==> config.mk <==
export PLATFORM = sky130hd
export DESIGN_NAME = tcc_device_flat
export DESIGN_NICKNAME = d
export VERILOG_FILES = /design/src/inc/tcc_pkg.sv /design/src/inc/tcc_if.sv /design/src/verilog/tcc_device.sv /design/src/verilog/tcc_counter.sv /design/src/flat_wrapper.sv
export SDC_FILE = /design/constraint.sdc
export NUM_CORES = 1
export LEC_CHECK = 0
export BUFFER_PORTS_ARGS = -buffer_cell sky130_fd_sc_hd__buf_2
export CAP_MARGIN = 20
export CORE_MARGIN = 4
export CORE_UTILIZATION = 45
export CTS_CLUSTER_DIAMETER = 100
export CTS_CLUSTER_SIZE = 8
export DETAILED_ROUTE_END_ITERATION = 10
export GPL_TIMING_DRIVEN = 0
export SYNTH_ARGS = -nofsm -noshare
export SYNTH_HDL_FRONTEND = slang
export SYNTH_SLANG_ARGS = --single-unit
==> constraint.sdc <==
create_clock -name clk_i -period 32 [get_ports clk_i]
set_input_delay 3.2 -clock clk_i [delete_from_list [all_inputs] [get_ports clk_i]]
set_output_delay 3.2 -clock clk_i [all_outputs]
set_load 0.02 [all_outputs]
==> src/inc/tcc_pkg.sv <==
package tcc_pkg;
    localparam int NUM_CNT = 5;
    localparam int PRE_W = 17;
    localparam int TAP_STEP = 4;
    // ----------------------------------------
    // opcodes
    // ----------------------------------------
    localparam logic [7:0] OP_GATE_ON = 8'hE6;
    localparam logic [7:0] OP_GATE_OFF = 8'hEE;
    localparam logic [7:0] OP_PF_DIS = 8'hF9;
    localparam logic [7:0] OP_PF_EN = 8'hF8;
    localparam logic [7:0] OP_MRESET = 8'hFF;
    localparam logic [7:0] OP_LOAD_ALL = 8'h5F;
    localparam logic [7:0] OP_INIT_DP = 8'h01;
    localparam logic [2:0] CG_PTR = 3'h0;
    localparam logic [2:0] CG_ARM = 3'h1;
    localparam logic [2:0] CG_LOAD = 3'h2;
    localparam logic [2:0] CG_SAVE = 3'h5;
    localparam logic [2:0] CG_DISARM = 3'h6;
    localparam logic [2:0] DP_G_BAD = 3'h6;
    localparam logic [2:0] DP_G_MASTER = 3'h7;
    localparam logic [1:0] DP_E_MODE = 2'h0;
    localparam logic [1:0] DP_E_LOAD = 2'h1;
    // ----------------------------------------
    // register fields and reset values
    // ----------------------------------------
    localparam int MM_FGATE_BIT = 12;
    localparam int MM_FDIV_LSB = 8;
    localparam int MM_FSRC_LSB = 4;
    localparam int CM_GC_LSB = 13;
    localparam int CM_EDGE_BIT = 12;
    localparam int CM_SRC_LSB = 8;
    localparam int CM_SG_BIT = 7;
    localparam int STAT_TC_LSB = 1;
    localparam logic [15:0] MM_RST = 16'h0000;
    localparam logic [15:0] LD_RST = 16'h0000;
    localparam logic [15:0] CM_RST = 16'h0B00;
    localparam logic [2:0] GC_EDGE_HI = 3'h6;
    localparam logic [2:0] GC_EDGE_LO = 3'h7;
    localparam logic [2:0] GC_LEVEL_LO = 3'h5;
    // ----------------------------------------
    // timing
    // ----------------------------------------
    localparam int CLK_NS = 25;
    localparam int CMD_REC_NS = 1000;
    localparam int DW_REC_PF_NS = 1500;
    localparam int DW_REC_NPF_NS = 1000;
    localparam logic [7:0] CMD_REC_CYC = 8'((CMD_REC_NS + CLK_NS - 1) / CLK_NS);
    localparam logic [7:0] DW_REC_PF_CYC = 8'((DW_REC_PF_NS + CLK_NS - 1) / CLK_NS);
    localparam logic [7:0] DW_REC_NPF_CYC = 8'((DW_REC_NPF_NS + CLK_NS - 1) / CLK_NS);
    // ----------------------------------------
    // host register map
    // ----------------------------------------
    localparam logic [7:0] HR_CMD = 8'h00;
    localparam logic [7:0] HR_DATA = 8'h04;
    localparam logic [7:0] HR_READ = 8'h08;
    localparam logic [7:0] HR_INIT = 8'h0C;
    localparam logic [7:0] HR_STATUS = 8'h10;
    localparam logic [1:0] RESP_OKAY = 2'h0;
    localparam logic [1:0] RESP_SLVERR = 2'h2;
endpackage

==> src/inc/tcc_if.sv <==
`timescale 1ns/10ps
interface tcc_if;
    logic cd;
    logic wr;
    logic rd;
    logic [15:0] wdata;
    logic [15:0] rdata;
    logic busy;
    modport dev (input cd, input wr, input rd, input wdata, output rdata, output busy);
    modport host (output cd, output wr, output rd, output wdata, input rdata, input busy);
endinterface

==> src/verilog/tcc_device.sv <==
// Added by the designer: the AXI4-Lite interface to the registers and the register offsets.
`timescale 1ns/10ps
module tcc_device
(
    input wire logic clk_i,
    input wire logic rst_i,
    tcc_if.dev bus,
    input wire logic [tcc_pkg::NUM_CNT-1:0] src_i,
    input wire logic [tcc_pkg::NUM_CNT-1:0] gate_i,
    output logic divided_freq_output_o,
    output logic [tcc_pkg::NUM_CNT-1:0] tc_o,
    output logic prefetch_wr_o
);
    import tcc_pkg::*;
    // ----------------------------------------
    // pin synchronisers
    // ----------------------------------------
    // a bit changes only once stages two and three agree
    logic [2*NUM_CNT-1:0] s1_reg;
    logic [2*NUM_CNT-1:0] s2_reg;
    logic [2*NUM_CNT-1:0] s3_reg;
    logic [2*NUM_CNT-1:0] pin_reg;
    always_ff @(posedge clk_i or posedge rst_i)
    begin
        if (rst_i)
        begin
            s1_reg <= '0;
            s2_reg <= '0;
            s3_reg <= '0;
            pin_reg <= '0;
        end
        else
        begin
            s1_reg <= {gate_i, src_i};
            s2_reg <= s1_reg;
            s3_reg <= s2_reg;
            pin_reg <= (s2_reg & s3_reg) | (pin_reg & (s2_reg | s3_reg));
        end
    end
    wire [NUM_CNT-1:0] src_f = pin_reg[NUM_CNT-1:0];
    wire [NUM_CNT-1:0] gate_f = pin_reg[2*NUM_CNT-1:NUM_CNT];
    // ----------------------------------------
    // internal frequency taps
    // ----------------------------------------
    logic [PRE_W-1:0] pre_reg;
    logic [NUM_CNT-1:0] internal_freq_taps;
    always_ff @(posedge clk_i or posedge rst_i)
    begin
        if (rst_i)
            pre_reg <= '0;
        else
            pre_reg <= pre_reg + 1'b1;
    end
    genvar t;
    generate
        for (t = 0; t < NUM_CNT; t++)
        begin : g_tap
            assign internal_freq_taps[t] = pre_reg[TAP_STEP*t];
        end
    endgenerate
    // ----------------------------------------
    // command decode
    // ----------------------------------------
    logic [7:0] busy_cnt_reg;
    logic busy_reg;
    logic pf_wr_reg;
    logic [4:0] dp_reg;
    logic [15:0] mm_reg;
    logic [15:0] rdata_reg;
    logic fdiv_reg;
    logic [3:0] fcnt_reg;
    logic fprev_reg;
    logic divided_freq_output_reg;
    logic [15:0] mode_reg [NUM_CNT];
    logic [15:0] load_reg [NUM_CNT];
    logic [15:0] hold_reg [NUM_CNT];
    logic [15:0] count_w [NUM_CNT];
    logic [NUM_CNT-1:0] tc_w;
    // writes arriving during recovery are dropped; the host must watch busy
    wire take = bus.wr & ~busy_reg;
    wire cmd_wr = take & bus.cd;
    wire data_wr = take & ~bus.cd;
    wire [7:0] op = bus.wdata[7:0];
    wire [2:0] op_grp = op[7:5];
    wire mreset = cmd_wr & (op == OP_MRESET);
    wire gate_on = cmd_wr & (op == OP_GATE_ON);
    wire gate_off = cmd_wr & (op == OP_GATE_OFF);
    wire pf_dis = cmd_wr & (op == OP_PF_DIS);
    wire pf_en = cmd_wr & (op == OP_PF_EN);
    wire [NUM_CNT-1:0] sel_s = op[NUM_CNT-1:0];
    wire [NUM_CNT-1:0] load_v = (cmd_wr & (op_grp == CG_LOAD)) ? sel_s : '0;
    wire [NUM_CNT-1:0] arm_v = (cmd_wr & (op_grp == CG_ARM)) ? sel_s : '0;
    wire [NUM_CNT-1:0] save_v = (cmd_wr & (op_grp == CG_SAVE)) ? sel_s : '0;
    wire [NUM_CNT-1:0] disarm_v = (cmd_wr & (op_grp == CG_DISARM)) ? sel_s : '0;
    wire ptr_ok = (op[2:0] != 3'h0) & (op[2:0] != DP_G_BAD);
    wire ptr_wr = cmd_wr & (op_grp == CG_PTR) & ptr_ok;
    // ----------------------------------------
    // data pointer target
    // ----------------------------------------
    wire [2:0] dp_g = dp_reg[2:0];
    wire [1:0] dp_e = dp_reg[4:3];
    wire [2:0] dp_idx = dp_g - 3'h1;
    wire dp_cnt = (dp_g != 3'h0) & (dp_g <= 3'(NUM_CNT));
    wire dp_master = (dp_g == DP_G_MASTER);
    wire [15:0] pointed = dp_master ? mm_reg :
                          ~dp_cnt ? 16'h0000 :
                          (dp_e == DP_E_MODE) ? mode_reg[dp_idx] :
                          (dp_e == DP_E_LOAD) ? load_reg[dp_idx] : hold_reg[dp_idx];
    wire [15:0] status = 16'(tc_w) << STAT_TC_LSB;
    wire [7:0] rec_cyc = cmd_wr ? CMD_REC_CYC :
                         (pf_wr_reg ? DW_REC_PF_CYC : DW_REC_NPF_CYC);
    wire [7:0] busy_next = take ? rec_cyc :
                           ((busy_cnt_reg != 8'h00) ? busy_cnt_reg - 8'h01 : 8'h00);
    // ----------------------------------------
    // control registers
    // ----------------------------------------
    // the data pointer survives the reset command; only the pin reset clears it
    always_ff @(posedge clk_i or posedge rst_i)
    begin
        if (rst_i)
            dp_reg <= 5'h00;
        else if (ptr_wr)
            dp_reg <= op[4:0];
    end
    always_ff @(posedge clk_i or posedge rst_i)
    begin
        if (rst_i)
        begin
            mm_reg <= MM_RST;
            pf_wr_reg <= 1'b1;
            busy_cnt_reg <= 8'h00;
            busy_reg <= 1'b0;
        end
        else
        begin
            busy_cnt_reg <= busy_next;
            busy_reg <= (busy_next != 8'h00);
            if (mreset)
            begin
                mm_reg <= MM_RST;
                pf_wr_reg <= 1'b1;
            end
            else
            begin
                if (gate_on)
                    mm_reg[MM_FGATE_BIT] <= 1'b0;
                else if (gate_off)
                    mm_reg[MM_FGATE_BIT] <= 1'b1;
                else if (data_wr & dp_master)
                    mm_reg <= bus.wdata;
                if (pf_dis)
                    pf_wr_reg <= 1'b0;
                else if (pf_en)
                    pf_wr_reg <= 1'b1;
            end
        end
    end
    // ----------------------------------------
    // counters
    // ----------------------------------------
    genvar k;
    generate
        for (k = 0; k < NUM_CNT; k++)
        begin : g_cnt
            wire hit = data_wr & dp_cnt & (dp_idx == 3'(k));
            always_ff @(posedge clk_i or posedge rst_i)
            begin
                if (rst_i)
                begin
                    mode_reg[k] <= CM_RST;
                    load_reg[k] <= LD_RST;
                    hold_reg[k] <= LD_RST;
                end
                else if (mreset)
                begin
                    mode_reg[k] <= CM_RST;
                    load_reg[k] <= LD_RST;
                    hold_reg[k] <= LD_RST;
                end
                else
                begin
                    if (hit & (dp_e == DP_E_MODE))
                        mode_reg[k] <= bus.wdata;
                    if (hit & (dp_e == DP_E_LOAD))
                        load_reg[k] <= bus.wdata;
                    if (save_v[k])
                        hold_reg[k] <= count_w[k];
                    else if (hit & (dp_e > DP_E_LOAD))
                        hold_reg[k] <= bus.wdata;
                end
            end
            tcc_counter u_cnt (
                .clk_i(clk_i),
                .rst_i(rst_i),
                .clear_i(mreset),
                .mode_i(mode_reg[k]),
                .load_i(load_reg[k]),
                .load_cmd_i(load_v[k]),
                .arm_cmd_i(arm_v[k]),
                .disarm_cmd_i(disarm_v[k]),
                .src_all_i({internal_freq_taps, gate_f, src_f, tc_w[(k+NUM_CNT-1)%NUM_CNT]}),
                .own_gate_i(gate_f[k]),
                .count_o(count_w[k]),
                .tc_o(tc_w[k])
            );
        end
    endgenerate
    // ----------------------------------------
    // read path
    // ----------------------------------------
    // data reads take the word the pointer selects, status reads take the status; both are frozen at the read edge
    always_ff @(posedge clk_i or posedge rst_i)
    begin
        if (rst_i)
            rdata_reg <= 16'h0000;
        else if (bus.rd)
            rdata_reg <= bus.cd ? status : pointed;
    end
    // ----------------------------------------
    // frequency output
    // ----------------------------------------
    wire [15:0] f_all = {internal_freq_taps, gate_f, src_f, 1'b0};
    wire f_lvl = f_all[mm_reg[MM_FSRC_LSB +: 4]];
    wire f_edge = f_lvl & ~fprev_reg;
    wire [3:0] f_div = mm_reg[MM_FDIV_LSB +: 4];
    always_ff @(posedge clk_i or posedge rst_i)
    begin
        if (rst_i)
        begin
            fprev_reg <= 1'b0;
            fcnt_reg <= 4'h0;
            fdiv_reg <= 1'b0;
            divided_freq_output_reg <= 1'b0;
        end
        else
        begin
            fprev_reg <= f_lvl;
            if (f_edge & (fcnt_reg == f_div - 4'h1))
            begin
                fcnt_reg <= 4'h0;
                fdiv_reg <= ~fdiv_reg;
            end
            else if (f_edge)
                fcnt_reg <= fcnt_reg + 4'h1;
            // switching the gate may cut a half period short
            divided_freq_output_reg <= mm_reg[MM_FGATE_BIT] ? 1'b0 : fdiv_reg;
        end
    end
    assign divided_freq_output_o = divided_freq_output_reg;
    assign tc_o = tc_w;
    assign prefetch_wr_o = pf_wr_reg;
    assign bus.rdata = rdata_reg;
    assign bus.busy = busy_reg;
endmodule

==> src/verilog/tcc_counter.sv <==
`timescale 1ns/10ps
module tcc_counter
(
    input wire logic clk_i,
    input wire logic rst_i,
    input wire logic clear_i,
    input wire logic [15:0] mode_i,
    input wire logic [15:0] load_i,
    input wire logic load_cmd_i,
    input wire logic arm_cmd_i,
    input wire logic disarm_cmd_i,
    input wire logic [15:0] src_all_i,
    input wire logic own_gate_i,
    output logic [15:0] count_o,
    output logic tc_o
);
    import tcc_pkg::*;
    logic [15:0] count_reg;
    logic tc_reg;
    logic armed_reg;
    logic run_reg;
    logic lvl_prev_reg;
    logic gate_prev_reg;
    wire [3:0] src_sel = mode_i[CM_SRC_LSB +: 4];
    wire [2:0] gc = mode_i[CM_GC_LSB +: 3];
    wire sg = mode_i[CM_SG_BIT];
    wire lvl = src_all_i[src_sel] ^ mode_i[CM_EDGE_BIT];
    wire src_edge = lvl & ~lvl_prev_reg;
    wire gate_act = own_gate_i ^ ((gc == GC_LEVEL_LO) | (gc == GC_EDGE_LO));
    wire gate_rise = gate_act & ~gate_prev_reg;
    wire edge_gating = ~sg & ((gc == GC_EDGE_HI) | (gc == GC_EDGE_LO));
    wire retrig = sg & (gc != 3'h0) & gate_rise;
    wire level_gating = ~sg & (gc != 3'h0) & ~edge_gating;
    wire count_ok = edge_gating ? run_reg : (level_gating ? gate_act : 1'b1);
    wire step = armed_reg & src_edge & count_ok;
    assign count_o = count_reg;
    assign tc_o = tc_reg;
    always_ff @(posedge clk_i or posedge rst_i)
    begin
        if (rst_i)
        begin
            lvl_prev_reg <= 1'b0;
            gate_prev_reg <= 1'b0;
        end
        else
        begin
            lvl_prev_reg <= lvl;
            gate_prev_reg <= gate_act;
        end
    end
    // a load in the same cycle as a source edge wins: the edge counts as earlier
    always_ff @(posedge clk_i or posedge rst_i)
    begin
        if (rst_i)
        begin
            count_reg <= 16'h0000;
            tc_reg <= 1'b0;
            armed_reg <= 1'b0;
            run_reg <= 1'b0;
        end
        else if (clear_i)
        begin
            count_reg <= 16'h0000;
            tc_reg <= 1'b0;
            armed_reg <= 1'b0;
            run_reg <= 1'b0;
        end
        else
        begin
            if (arm_cmd_i)
                armed_reg <= 1'b1;
            else if (disarm_cmd_i)
                armed_reg <= 1'b0;
            if (edge_gating & gate_rise)
                run_reg <= 1'b1;
            else if (step & (count_reg == 16'h0001))
                run_reg <= 1'b0;
            if (load_cmd_i | retrig)
            begin
                count_reg <= load_i;
                tc_reg <= 1'b0;
            end
            else if (step & tc_reg)
            begin
                count_reg <= load_i;
                tc_reg <= 1'b0;
            end
            else if (step)
            begin
                count_reg <= count_reg - 16'h0001;
                tc_reg <= (count_reg == 16'h0001);
            end
        end
    end
endmodule

==> src/flat_wrapper.sv <==
// flat-port wrapper written by rule: the top's interface ports become plain ports
module tcc_device_flat import tcc_pkg::*;
  (clk_i, rst_i, src_i, gate_i, divided_freq_output_o, tc_o, prefetch_wr_o, bus_cd, bus_wr, bus_rd, bus_wdata, bus_rdata, bus_busy);
  tcc_if bus_i ();
  input wire logic clk_i;
  input wire logic rst_i;
  input wire logic [tcc_pkg::NUM_CNT-1:0] src_i;
  input wire logic [tcc_pkg::NUM_CNT-1:0] gate_i;
  output logic divided_freq_output_o;
  output logic [tcc_pkg::NUM_CNT-1:0] tc_o;
  output logic prefetch_wr_o;
  input wire logic [$bits(bus_i.cd)-1:0] bus_cd;
  input wire logic [$bits(bus_i.wr)-1:0] bus_wr;
  input wire logic [$bits(bus_i.rd)-1:0] bus_rd;
  input wire logic [$bits(bus_i.wdata)-1:0] bus_wdata;
  output wire logic [$bits(bus_i.rdata)-1:0] bus_rdata;
  output wire logic [$bits(bus_i.busy)-1:0] bus_busy;
  assign bus_i.cd = bus_cd;
  assign bus_i.wr = bus_wr;
  assign bus_i.rd = bus_rd;
  assign bus_i.wdata = bus_wdata;
  assign bus_rdata = bus_i.rdata;
  assign bus_busy = bus_i.busy;
  tcc_device u_core (.clk_i(clk_i), .rst_i(rst_i), .bus(bus_i), .src_i(src_i), .gate_i(gate_i), .divided_freq_output_o(divided_freq_output_o), .tc_o(tc_o), .prefetch_wr_o(prefetch_wr_o));
endmodule
## Yosys cells after proc, flatten, opt, wreduce, memory -nomap -nowiden

Cells that the tools add are included.

- Flip-flop bits (word level): 456
- Bits in latches: 0
- RAM bits: 0
- ROM bits: 0
- Bits of input ports: 31
- Output and inout port bits: 24
- Memories: 0

- Add/sub/neg operators: 10
- Multiply operators: 0
- Divide/modulo/power cells: 0
- $lt $le $gt $ge: 9
- Equality and inequality tests: 39
- Shift-type cells: 0
- Muxes and demuxes: 163
- Bitwise operators: 154
- Reduce and logical (&&, ||, !) cells: 47

Operators by type and width:

| kind | number |
|---|---|
| 2-to-1 mux 16 bit | 68 |
| binary-select mux 16 bit (select 3 bit) | 3 |
| bitwise AND 1 bit | 100 |
| equality test 16 x 1 -> 1 bit (second input constant) | 5 |
| subtractor 16 x 1 -> 16 bit (second input constant) | 5 |
| 2-to-1 mux 1 bit | 72 |
| nonzero test 3 bit | 23 |
| equality test 3 bit (second input constant) | 19 |
| equality test 8 bit (second input constant) | 5 |
| less-than comparator 4 x 5 -> 1 bit (second input constant) | 6 |
| 2-to-1 mux 5 bit | 5 |
| binary-select mux 1 bit (select 4 bit) | 6 |
| 2-to-1 mux 12 bit | 2 |
| 2-to-1 mux 8 bit | 3 |
| NOT 1 bit | 24 |
| nonzero test 2 bit | 12 |
| nonzero test 4 bit | 6 |
| bitwise AND 10 bit | 2 |
| OR 10 bit | 2 |
| adder 17 x 1 -> 17 bit (second input constant) | 1 |
| nonzero test 8 bit | 2 |
| OR 1 bit | 15 |
| bitwise XOR 1 bit | 10 |
| equality test 3 x 2 -> 1 bit (second input constant) | 3 |
| other kinds (18) | 23 |

## Longest topological paths before layout

Gate-level depths: netlist of run 1.

- Depth in word-level cells: 12
- Gate-level depth with buffers: 14

## Cells and area by module

A second synthesis of run 1 with hierarchy kept.

- Cell total of the unflattened synthesis: 2,685
- Area, all modules: 26,450.4 sq um

Modules (own cells, without submodules):

| module | instances | cells each | area each (sq um) | sequential area each (sq um) |
|---|---|---|---|---|
| tcc_device | 1 | 1,624 | 17,643.2 | 8,803.4 |
| tcc_counter (u_core.g_cnt[0].u_cnt ...) | 4 | 211 | 1,754.2 | 525.5 |
| tcc_counter (u_core.g_cnt[4].u_cnt) | 1 | 217 | 1,790.5 | 525.5 |

## Worst setup path before layout of run 1

OpenSTA, ideal clock, no wires.

- Path type: input to register
- From: in bus_cd
- To: reg u_core.g_cnt[2].u_cnt.count_reg[4]
- Arrival time: 4.872 ns
- Data required time: 31.864 ns
- Slack: 26.992 ns
- Stages: 6
- Cells stage by stage: clkbuf_1 > nand4b_1 > nor4_2 > clkbuf_1 > clkbuf_1 > o32ai_1

- Word-level cells in the longest chain between the ends: 6

RTL lines:

| what | line | source |
|---|---|---|
| start, declared | flat_wrapper.sv:12 | `input wire logic [$bits(bus_i.cd)-1:0] bus_cd;` |
| bitwise AND 1 bit * | tcc_device.sv:81 | `wire cmd_wr = take & bus.cd;` |
| bitwise AND 1 bit | tcc_device.sv:91 | `wire [NUM_CNT-1:0] load_v = (cmd_wr & (op_grp == CG_LOAD)) ? sel_s : '0;` |
| 2-to-1 mux 5 bit | tcc_device.sv:91 |  |
| OR 1 bit | tcc_counter.sv:78 | `if (load_cmd_i \| retrig)` |
| 2-to-1 mux 16 bit | tcc_counter.sv:78 |  |
| 2-to-1 mux 16 bit | tcc_counter.sv:61 | `else if (clear_i)` |
| end signal, assigned | tcc_counter.sv:80 | `count_reg <= load_i;` |
| end signal, assigned | tcc_counter.sv:85 | `count_reg <= load_i;` |
| end signal, assigned | tcc_counter.sv:90 | `count_reg <= count_reg - 16'h0001;` |
| end, declared | tcc_counter.sv:18 | `logic [15:0] count_reg;` |

Every way passes the cells marked *; elsewhere a longest branch is shown, timed or not.
A chain may end at the register's enable or synchronous reset.

## Worst setup path in the final report of run 1

- From: in bus_wdata[6]
- To: reg u_core.g_cnt[3].u_cnt.count_reg[2]

- Word-level cells in the longest chain between the ends: 6

RTL lines:

| what | line | source |
|---|---|---|
| start, declared | flat_wrapper.sv:15 | `input wire logic [$bits(bus_i.wdata)-1:0] bus_wdata;` |
| equality test 3 x 2 -> 1 bit | tcc_device.sv:91 |  |
| bitwise AND 1 bit | tcc_device.sv:91 |  |
| 2-to-1 mux 5 bit | tcc_device.sv:91 |  |
| OR 1 bit | tcc_counter.sv:78 |  |
| 2-to-1 mux 16 bit | tcc_counter.sv:78 |  |
| 2-to-1 mux 16 bit | tcc_counter.sv:61 |  |
| end signal, assigned | tcc_counter.sv:80 |  |
| end signal, assigned | tcc_counter.sv:85 |  |
| end signal, assigned | tcc_counter.sv:90 |  |
| end, declared | tcc_counter.sv:18 |  |

Several ways; a longest one is shown, not always the timed one.

==> summary.md, run 1 <==
The Yosys step of the flow raised 0 warnings. The power density over the cells was 50.5 nW/um2; the final clock period utilization by the worst path was 20.6%. The maximum fanout along the worst path is 10.

Once the floorplan was initialized, standard cells occupied 45.7% of the core. The logs give 116 mm for the total detailed-routing wirelength and 0 for the number of max-capacitance violations reported. The floorplan row count is 86, and the static leakage power is 0.0130 uW. Launch point of the worst reg-to-reg path: u_core.dp_reg[0]$_DFFE_PP0P_. Together, buffers and inverters on the worst path number 3. Before CTS, the worst setup slack after placement is 25.02 ns. Tracing the worst setup path back leads to its startpoint at bus_wdata[6]. The critical path ends at u_core.g_cnt[3].u_cnt.count_o[2]$_DFFE_PP0P_. The height of the die came out at 245 um. By count the netlist is led by sky130_fd_sc_hd__dfrtp_1 (440), sky130_fd_sc_hd__nand2_1 (302), sky130_fd_sc_hd__nor2_1 (224). Via count of the first global-routing pass: 22,000. The tools report the number of buffers created by CTS as 66. Setup slack closes at 25.42 ns.

Measured in cells, the most critical reg-to-reg path has a length of 13. At the end of routability-driven placement, the weighted congestion stood at 1.09. Max-slew headroom at the worst pin: 11.6%.

The tools report the final sum of negative setup slack as 0 ns. Timing would allow up to 152 MHz. Relative to the synthesized area, the layout overhead comes to 13.3%.

The tightest min-delay check is of the flip-flop to flip-flop type. For this design, the slowest cell found on the critical path is sky130_fd_sc_hd__clkbuf_1. The tools report the remaining number of nets flagged by the antenna check after routing as 0. The detailed router placed 23,800 vias in this run.

CTS placed an instance of sky130_fd_sc_hd__clkbuf_16 at the clock tree root. In this run the number of cells on the critical path is 6. Entering global routing, the biggest net connects 122 pins. After detailed routing, the number of vias per cell comes to 6.71. Hold repair after CTS inserted 0 buffers. Setup repair after global routing left no endpoint under its margin.

STA classifies the critical path endpoint as a flip-flop. Data arrives at the worst endpoint at 7.01 ns. During I/O placement, the number of pins put on the boundary was 55. Cell with the most instances after synthesis: sky130_fd_sc_hd__dfrtp_1. On the critical path the largest part of the delay comes from buffers and inverters. The core region is 55,300 um2. The most instantiated flip-flop cell in the synthesis netlist is sky130_fd_sc_hd__dfrtp_1. The count of endpoints failing setup in the final report was 0; the count of TritonRoute iterations in the first routing pass was 7.

The run gives 3 as the initial antenna violation count. The post-cts repair resize count is 0. The sequential cell area fraction in the yosys report is 45.2%. The DRC violation count after routing is 0. The clock passes through at most 3 buffers. The final layout net count came out at 2,823.

For the worst-skew pair, the clock arrives at the later sink with an insertion delay of 0.62 ns. On the final layout, the worst clock skew is 0.0250 ns. The residual overflow from global routing is 0, and the netlist area before placement is 25,300 um2. Yosys mapped a number of flops with a built-in enable equal to 0. The worst setup path is launched from an input port. Once layout is complete, the cells apart from fillers number 3,549. Buffers added to address setup during post-CTS repair amount to 0. The die covers 60,000 um2. Most frequent cell on the critical path: sky130_fd_sc_hd__clkbuf_1. The number of clock sinks is 456, and the register clock-pin slew on the reported worst setup and hold paths is 0.05 ns.

The flow ran to the end, and the final reports show no timing, DRC or antenna violations. Global routing used 37.9% of the available tracks across all layers. The number of nets in the synthesized netlist is 2,686.

Sorting the synthesized cells by area gives the leading types as sky130_fd_sc_hd__dfrtp_1 (44%), sky130_fd_sc_hd__mux2i_1 (8.3%), sky130_fd_sc_hd__nand2_1 (4.5%). The count of routing violations after the opening detailed-route iteration came out at 3,264. The hold violation total from the final report is 0. Traced cell by cell, the critical path runs through buf_2, nand4b_1, nor4_4, clkbuf_1, clkbuf_1, o32ai_1. Summed over all instances, the cell type with the most area after synthesis is sky130_fd_sc_hd__dfrtp_1. Detailed placement ended at an HPWL of 85.6 mm.

Measured along the x axis, the die boundary spans 245 um. The first global-routing pass estimated 164 mm of wire. Number of distinct library cell variants in the gate-level netlist after synthesis: 94.

TritonCTS built the clock tree. Counting every instance in the synthesized netlist gives 2,633. The flip-flop and latch count after synthesis was 456; the maximum ir drop on the vdd rail was 39.1 uV.

The H-tree was split into 3 levels. Cells with a size suffix above 1 make up 10.6% of the layout. Including well taps, the total number of placed cells is 3,443.

The critical setup path kind was input port to flip-flop. The post-synthesis async set-or-reset flop share is 100%, and the shortest clock period the worst path allows after layout is 6.58 ns. Cells fill 51.8% of the core in the end. The count of buffers added on input and output ports is 47.

After synthesis, the mean cell area works out to 9.60 um2. In the final routed layout, each cell accounts on average for 32.6 um. The endpoint identified for the worst register-to-register timing path is u_core.bus.rdata[8]$_DFFE_PP0P_.

The transition time at the pin with the least slew margin is 1.33 ns, and the required time at the endpoint of the critical path is 32.43 ns. Summed over its instances, the top area cell type makes up 43.6% of the synthesized netlist area. The count of pins over their slew limit came out at 0. In this run the register-to-register setup slack is 25.93 ns. The filler cells instantiated in the layout total 5,207. The largest single stage delay on the critical path is 1.00 ns.
[layout make-up]
class	instances	area, um2	area share, %
Multi-Input combinational cell	1908	12800	44.6
Sequential cell	456	11400	39.9
Clock buffer	91	1770	6.17
Tap cell	748	936	3.27
Buffer	216	885	3.09
Timing Repair Buffer	69	576	2.01
Inverter	53	206	0.721
Clock inverter	6	67.6	0.236
Antenna cell	2	5.00	0.0175
[per-stage QoR]
step	area, um2	hold slack [ns]	total power (uW)
after floorplan	25300	0.331	734
after global placement	26400	0.331	794
after detailed placement	26700	0.336	800
after CTS	28600	0.344	1450
after global routing	28600	0.348	1490
final	28600	0.340	1450
[layout by cell type (no fill, tap or decap), types with 17 or more instances in the layout]
cell	Yosys	final
sky130_fd_sc_hd__a31oi_1	29	29
sky130_fd_sc_hd__dfrtp_1	440	440
sky130_fd_sc_hd__nand4_1	19	19
sky130_fd_sc_hd__and2_1	20	20
sky130_fd_sc_hd__clkbuf_1	165	188
sky130_fd_sc_hd__nor3_1	47	47
sky130_fd_sc_hd__o21ai_0	162	162
sky130_fd_sc_hd__a221oi_1	22	22
sky130_fd_sc_hd__nand3_1	62	62
sky130_fd_sc_hd__buf_2	27	76
sky130_fd_sc_hd__mux4_2	45	45
sky130_fd_sc_hd__mux2i_1	209	209
sky130_fd_sc_hd__o31ai_1	90	90
sky130_fd_sc_hd__nor2_1	224	224
sky130_fd_sc_hd__ha_1	22	22
sky130_fd_sc_hd__a211oi_1	25	25
sky130_fd_sc_hd__nor2b_1	34	34
sky130_fd_sc_hd__a22oi_1	32	32
sky130_fd_sc_hd__o211ai_1	43	43
sky130_fd_sc_hd__a21oi_1	177	177
sky130_fd_sc_hd__nor4_1	18	18
sky130_fd_sc_hd__inv_1	48	47
sky130_fd_sc_hd__xor2_1	17	17
sky130_fd_sc_hd__xnor2_1	22	22
sky130_fd_sc_hd__mux2_2	18	18
sky130_fd_sc_hd__clkbuf_16	0	67
sky130_fd_sc_hd__nand2_1	302	302
[power breakdown]
| group | switching (uW) | internal (uW) |
|---|---|---|
| sequential | 26.8 | 600 |
| combinational | 114 | 56.5 |
| clock | 267 | 382 |
| total | 408 | 1040 |
[layer usage]
| metal | part of all wire, % | global-route usage (%) |
|---|---|---|
| met5 | 0.060 | 0 |
| met4 | 5.8 | 18.8 |
| met3 | 12 | 11.5 |
| met2 | 42 | 54.0 |
| met1 | 41 | 52.6 |
[cell families after synthesis]
group	synth area share, %
compound gates	18.9
xor+xnor	1.52
buf+inv	4.28
mux	13.2
flops	45.2
simple gates	15.3
fa+ha+maj	1.49
[worst min path at each step]
| stage | from | to | slack, ns | depth (start not counted) |
|---|---|---|---|---|
| CTS | u_core.s1_reg[1]$_DFF_PP0_ | u_core.s2_reg[1]$_DFF_PP0_ | 0.34 | 0 |
| global placement | u_core.s1_reg[2]$_DFF_PP0_ | u_core.s2_reg[2]$_DFF_PP0_ | 0.33 | 0 |
| floorplan | u_core.s1_reg[0]$_DFF_PP0_ | u_core.s2_reg[0]$_DFF_PP0_ | 0.33 | 0 |
| finish | u_core.s1_reg[2]$_DFF_PP0_ | u_core.s2_reg[2]$_DFF_PP0_ | 0.34 | 0 |
| global route | u_core.s1_reg[9]$_DFF_PP0_ | u_core.s2_reg[9]$_DFF_PP0_ | 0.35 | 0 |
| detailed placement | u_core.s1_reg[9]$_DFF_PP0_ | u_core.s2_reg[9]$_DFF_PP0_ | 0.34 | 0 |
Power figures use the tool's default switching activity.
==> run 2, diff against run 1 <==
==> constraint.sdc (replaced) <==
create_clock -name clk_i -period 5.76 [get_ports clk_i]
set_input_delay 0.576 -clock clk_i [delete_from_list [all_inputs] [get_ports clk_i]]
set_output_delay 0.576 -clock clk_i [all_outputs]
set_load 0.02 [all_outputs]
==> summary.md, run 2 (synthesis gave the netlist of run 1 again) <==
Setup repair after global routing left no endpoint under its margin. The die area is 60,000 um2 (unchanged), and the count of routing violations after the opening detailed-route iteration is 3,246 (was 3,264). Via-per-instance ratio: 6.70 (was 6.71).

Hold violation total from the final report: 0 (unchanged). The type of element launching the critical path was a flip-flop (was an input port). The arrival time of the worst setup path was 6.31 ns (was 7.01 ns); the transition time at the pin with the least slew margin was 1.26 ns (was 1.33 ns).

The run gives 1.06 (was 1.09) as the final estimated routing congestion in global placement. Critical setup path kind: flip-flop to flip-flop (was input port to flip-flop). The total detailed-routing wirelength was 120 mm (was 116 mm). For the total chip power, the log shows 8120 uW (was 1450 uW). The count of pins over their slew limit is 0 (unchanged), and the power density over the cells is 281 nW/um2 (was 50.5 nW/um2). The largest incremental delay on the critical path works out to 0.90 ns (was 1.00 ns).

The clock tree root driver cell was sky130_fd_sc_hd__clkbuf_16 (unchanged). The number of buffers inserted for hold repair after clock tree synthesis was 0 (unchanged). The residual overflow from global routing came out at 0 (unchanged).

The number of levels in the clock H-tree is 3 (unchanged). The average wire per standard cell is 33.5 um (was 32.6 um). The flow ran to the end, but the final reports show violations. The I/O pin total was 55 (unchanged); the final cell utilization of the core was 52.3% (was 51.8%).

The slack of the critical path is -0.0721 ns (was 25.42 ns), and the initial core utilization is 45.7% (unchanged). The tools report the number of max-capacitance violations reported as 0 (unchanged). The checks that failed: setup timing. Number of buffers created by CTS: 66 (unchanged). The remaining number of nets flagged by the antenna check after routing was 0 (unchanged); the maximum fanout along the worst path was 12 (was 10). The logs give 55,300 um2 (unchanged) for the placeable core area and 0.0289 ns (was 0.0250 ns) for the worst clock skew.

The DRC violation count after routing is 0 (unchanged). The sum of buffers and inverters on the critical path came out at 5 (was 3). The via count of the routed design was 23,900 (was 23,800); the x dimension of the die was 245 um (unchanged). The final sum of negative setup slack is -0.141 ns (was 0 ns). The global routing usage summed across all routing layers was 39.0% (was 37.9%). The detailed placer's ending HPWL came out at 89.8 mm (was 85.6 mm). Cell-by-cell trace of the critical path: buf_2, clkinv_1, clkbuf_1, ha_1, clkdlybuf4s15_2, buf_2, mux2i_1, nor2_1, a21oi_1, o221ai_1, a32oi_1, o22ai_1 (was buf_2, nand4b_1, nor4_4, clkbuf_1, clkbuf_1, o32ai_1). Most frequent cell on the critical path: sky130_fd_sc_hd__buf_2 (was sky130_fd_sc_hd__clkbuf_1). Commonest cells after routing, fill and taps aside: sky130_fd_sc_hd__dfrtp_1 (440), sky130_fd_sc_hd__nand2_1 (302), sky130_fd_sc_hd__nor2_1 (223), sky130_fd_sc_hd__mux2i_1 (209), sky130_fd_sc_hd__clkbuf_1 (188) (was sky130_fd_sc_hd__dfrtp_1 (440), sky130_fd_sc_hd__nand2_1 (302), sky130_fd_sc_hd__nor2_1 (224), sky130_fd_sc_hd__mux2i_1 (209), sky130_fd_sc_hd__clkbuf_1 (188)). Setup slack of the worst register-to-register path: -0.07 ns (was 25.93 ns). The register clock-pin slew on the reported worst setup and hold paths was 0.06 ns (was 0.05 ns). The run gives 44 (was 122) as the pin count of the biggest net entering global routing. Most frequent standard cell in the layout excluding fill and tap cells: sky130_fd_sc_hd__dfrtp_1 (unchanged). The number of non-filler instances in the completed layout came out at 3,570 (was 3,549).

Kind of path behind the tightest hold check: input port to flip-flop (was flip-flop to flip-flop). The top cell family by delay on the critical path was buffers and inverters (unchanged). Fraction of final layout cells sized beyond drive strength 1: 11.4% (was 10.6%). After layout, the minimum clock period comes to 5.83 ns. TritonCTS built the clock tree. The clock latency on the worst-skew pair came out at 0.63 ns (was 0.62 ns). The number of clock sinks is 456 (unchanged), and the static leakage power is 0.0131 uW (was 0.0130 uW). The number of I/O port buffers works out to 47 (unchanged). The maximum ir drop on the vdd rail was 256 uV (was 39.1 uV); the final clock period utilization by the worst path was 101%. The final layout net count was 2,839 (was 2,823).

Floorplan row count: 86 (unchanged). The count of TritonRoute iterations in the first routing pass is 5 (was 7). The tools report the placed instance count as 3,455 (was 3,443).

The area overhead of the layout relative to synthesis works out to 14.5% (was 13.3%). Critical-path cell with the highest stage delay: sky130_fd_sc_hd__ha_1 (was sky130_fd_sc_hd__clkbuf_1). The max-slew headroom at the worst pin was 16.3% (was 11.6%); the initial antenna violation count was 5 (was 3). The logs give 167 mm (was 164 mm) for the wire length of the first global-routing pass and 22,200 (was 22,000) for the via count of the first global-routing pass. The height of the die is 245 um (unchanged). The maximum count of clock buffers along a single path is 3 (unchanged). Static timing analysis puts the maximum clock frequency at 171 MHz. The tools report the count of endpoints failing setup in the final report as 3 (was 0).

The category of the worst setup path capture point was a flip-flop (unchanged). Required time at the endpoint of the critical path: 6.24 ns (was 32.43 ns).
## run 2: cell count changes in the layout (fill, tap and decap cells not counted), moves of 2 or more
| cell | change |
|---|---|
| sky130_fd_sc_hd__buf_4 | +7 |
| sky130_fd_sc_hd__a221oi_2 | +2 |
| sky130_fd_sc_hd__buf_16 | -3 |
| sky130_fd_sc_hd__clkinvlp_4 | +2 |
| sky130_fd_sc_hd__a221oi_1 | -2 |
| sky130_fd_sc_hd__clkbuf_2 | +2 |
| sky130_fd_sc_hd__diode_2 | +2 |
| sky130_fd_sc_hd__buf_12 | +12 |
## run 2: final cells by class
cell class | count | area, um2
Fill cell | 5135 | 26400
Multi-Input combinational cell | 1908 | 12800
Sequential cell | 456 | 11400
Clock buffer | 95 | 1800
Tap cell | 748 | 936
Buffer | 215 | 891
Timing Repair Buffer | 86 | 797
Inverter | 53 | 206
Clock inverter | 5 | 62.6
Antenna cell | 4 | 10.0
## run 2: where the power goes
part / total [uW] / internal (uW) / switching (uW)
Clock: 3680 / 2160 / 1520
Sequential: 3490 / 3330 / 153
Combinational: 955 / 323 / 633
Total: 8120 / 5810 / 2310
## run 2: worst paths after layout
kind / startpoint / end / cells after the start
max: u_core.dp_reg[0]$_DFFE_PP0P_ / u_core.bus.rdata[0]$_DFFE_PP0P_ / 12
min: gate_i[0] / u_core.s1_reg[5]$_DFF_PP0_ / 1
max reg2reg: u_core.dp_reg[0]$_DFFE_PP0P_ / u_core.bus.rdata[0]$_DFFE_PP0P_ / 12
min reg2reg: u_core.s1_reg[1]$_DFF_PP0_ / u_core.s2_reg[1]$_DFF_PP0_ / 0
max in group asynchronous: rst_i / u_core.g_cnt[4].u_cnt.count_o[15]$_DFFE_PP0P_ / 7
min in group asynchronous: rst_i / u_core.g_cnt[1].u_cnt.count_o[2]$_DFFE_PP0P_ / 2
## run 2: per-layer routing
layer | global-route usage [%] | vias up | share of wire [%]
met5 | 0 | - | 0.018
met4 | 16.7 | 4 | 4.7
met3 | 13.0 | 245 | 12
met2 | 56.1 | 1593 | 43
met1 | 54.0 | 12100 | 40
li1 | - | 9951 | -
## run 2: metrics by stage
stage	cell area (um2)	setup slack, ns	hold slack (ns)
after floorplan	25300	-0.972	0.331
after global placement	26400	-3.79	0.332
after detailed placement	26900	-0.231	0.335
after CTS	28800	0.0186	0.0372
after global routing	28900	0.0234	0.0474
final	28900	-0.0721	0.0639
## run 2: repair_timing
| item | 4_1_cts | 5_1_grt |
|---|---|---|
| resized for setup | 4 | 7 |
| cloned | 0 | 0 |
| pin swaps | 1 | 0 |
| buffers inserted | 3 | 3 |
| setup endpoints to repair | 24 | 62 |
## run 2: worst reg2reg max path: cells and delay by family, from the launching register on
| family | cells | cell delay (ns) |
|---|---|---|
| compound gates | 4 | 0.98 |
| fa+ha+maj | 1 | 0.90 |
| buf+inv | 5 | 2.53 |
| flops | 1 | 0.71 |
| mux | 1 | 0.44 |
| simple gates | 1 | 0.12 |
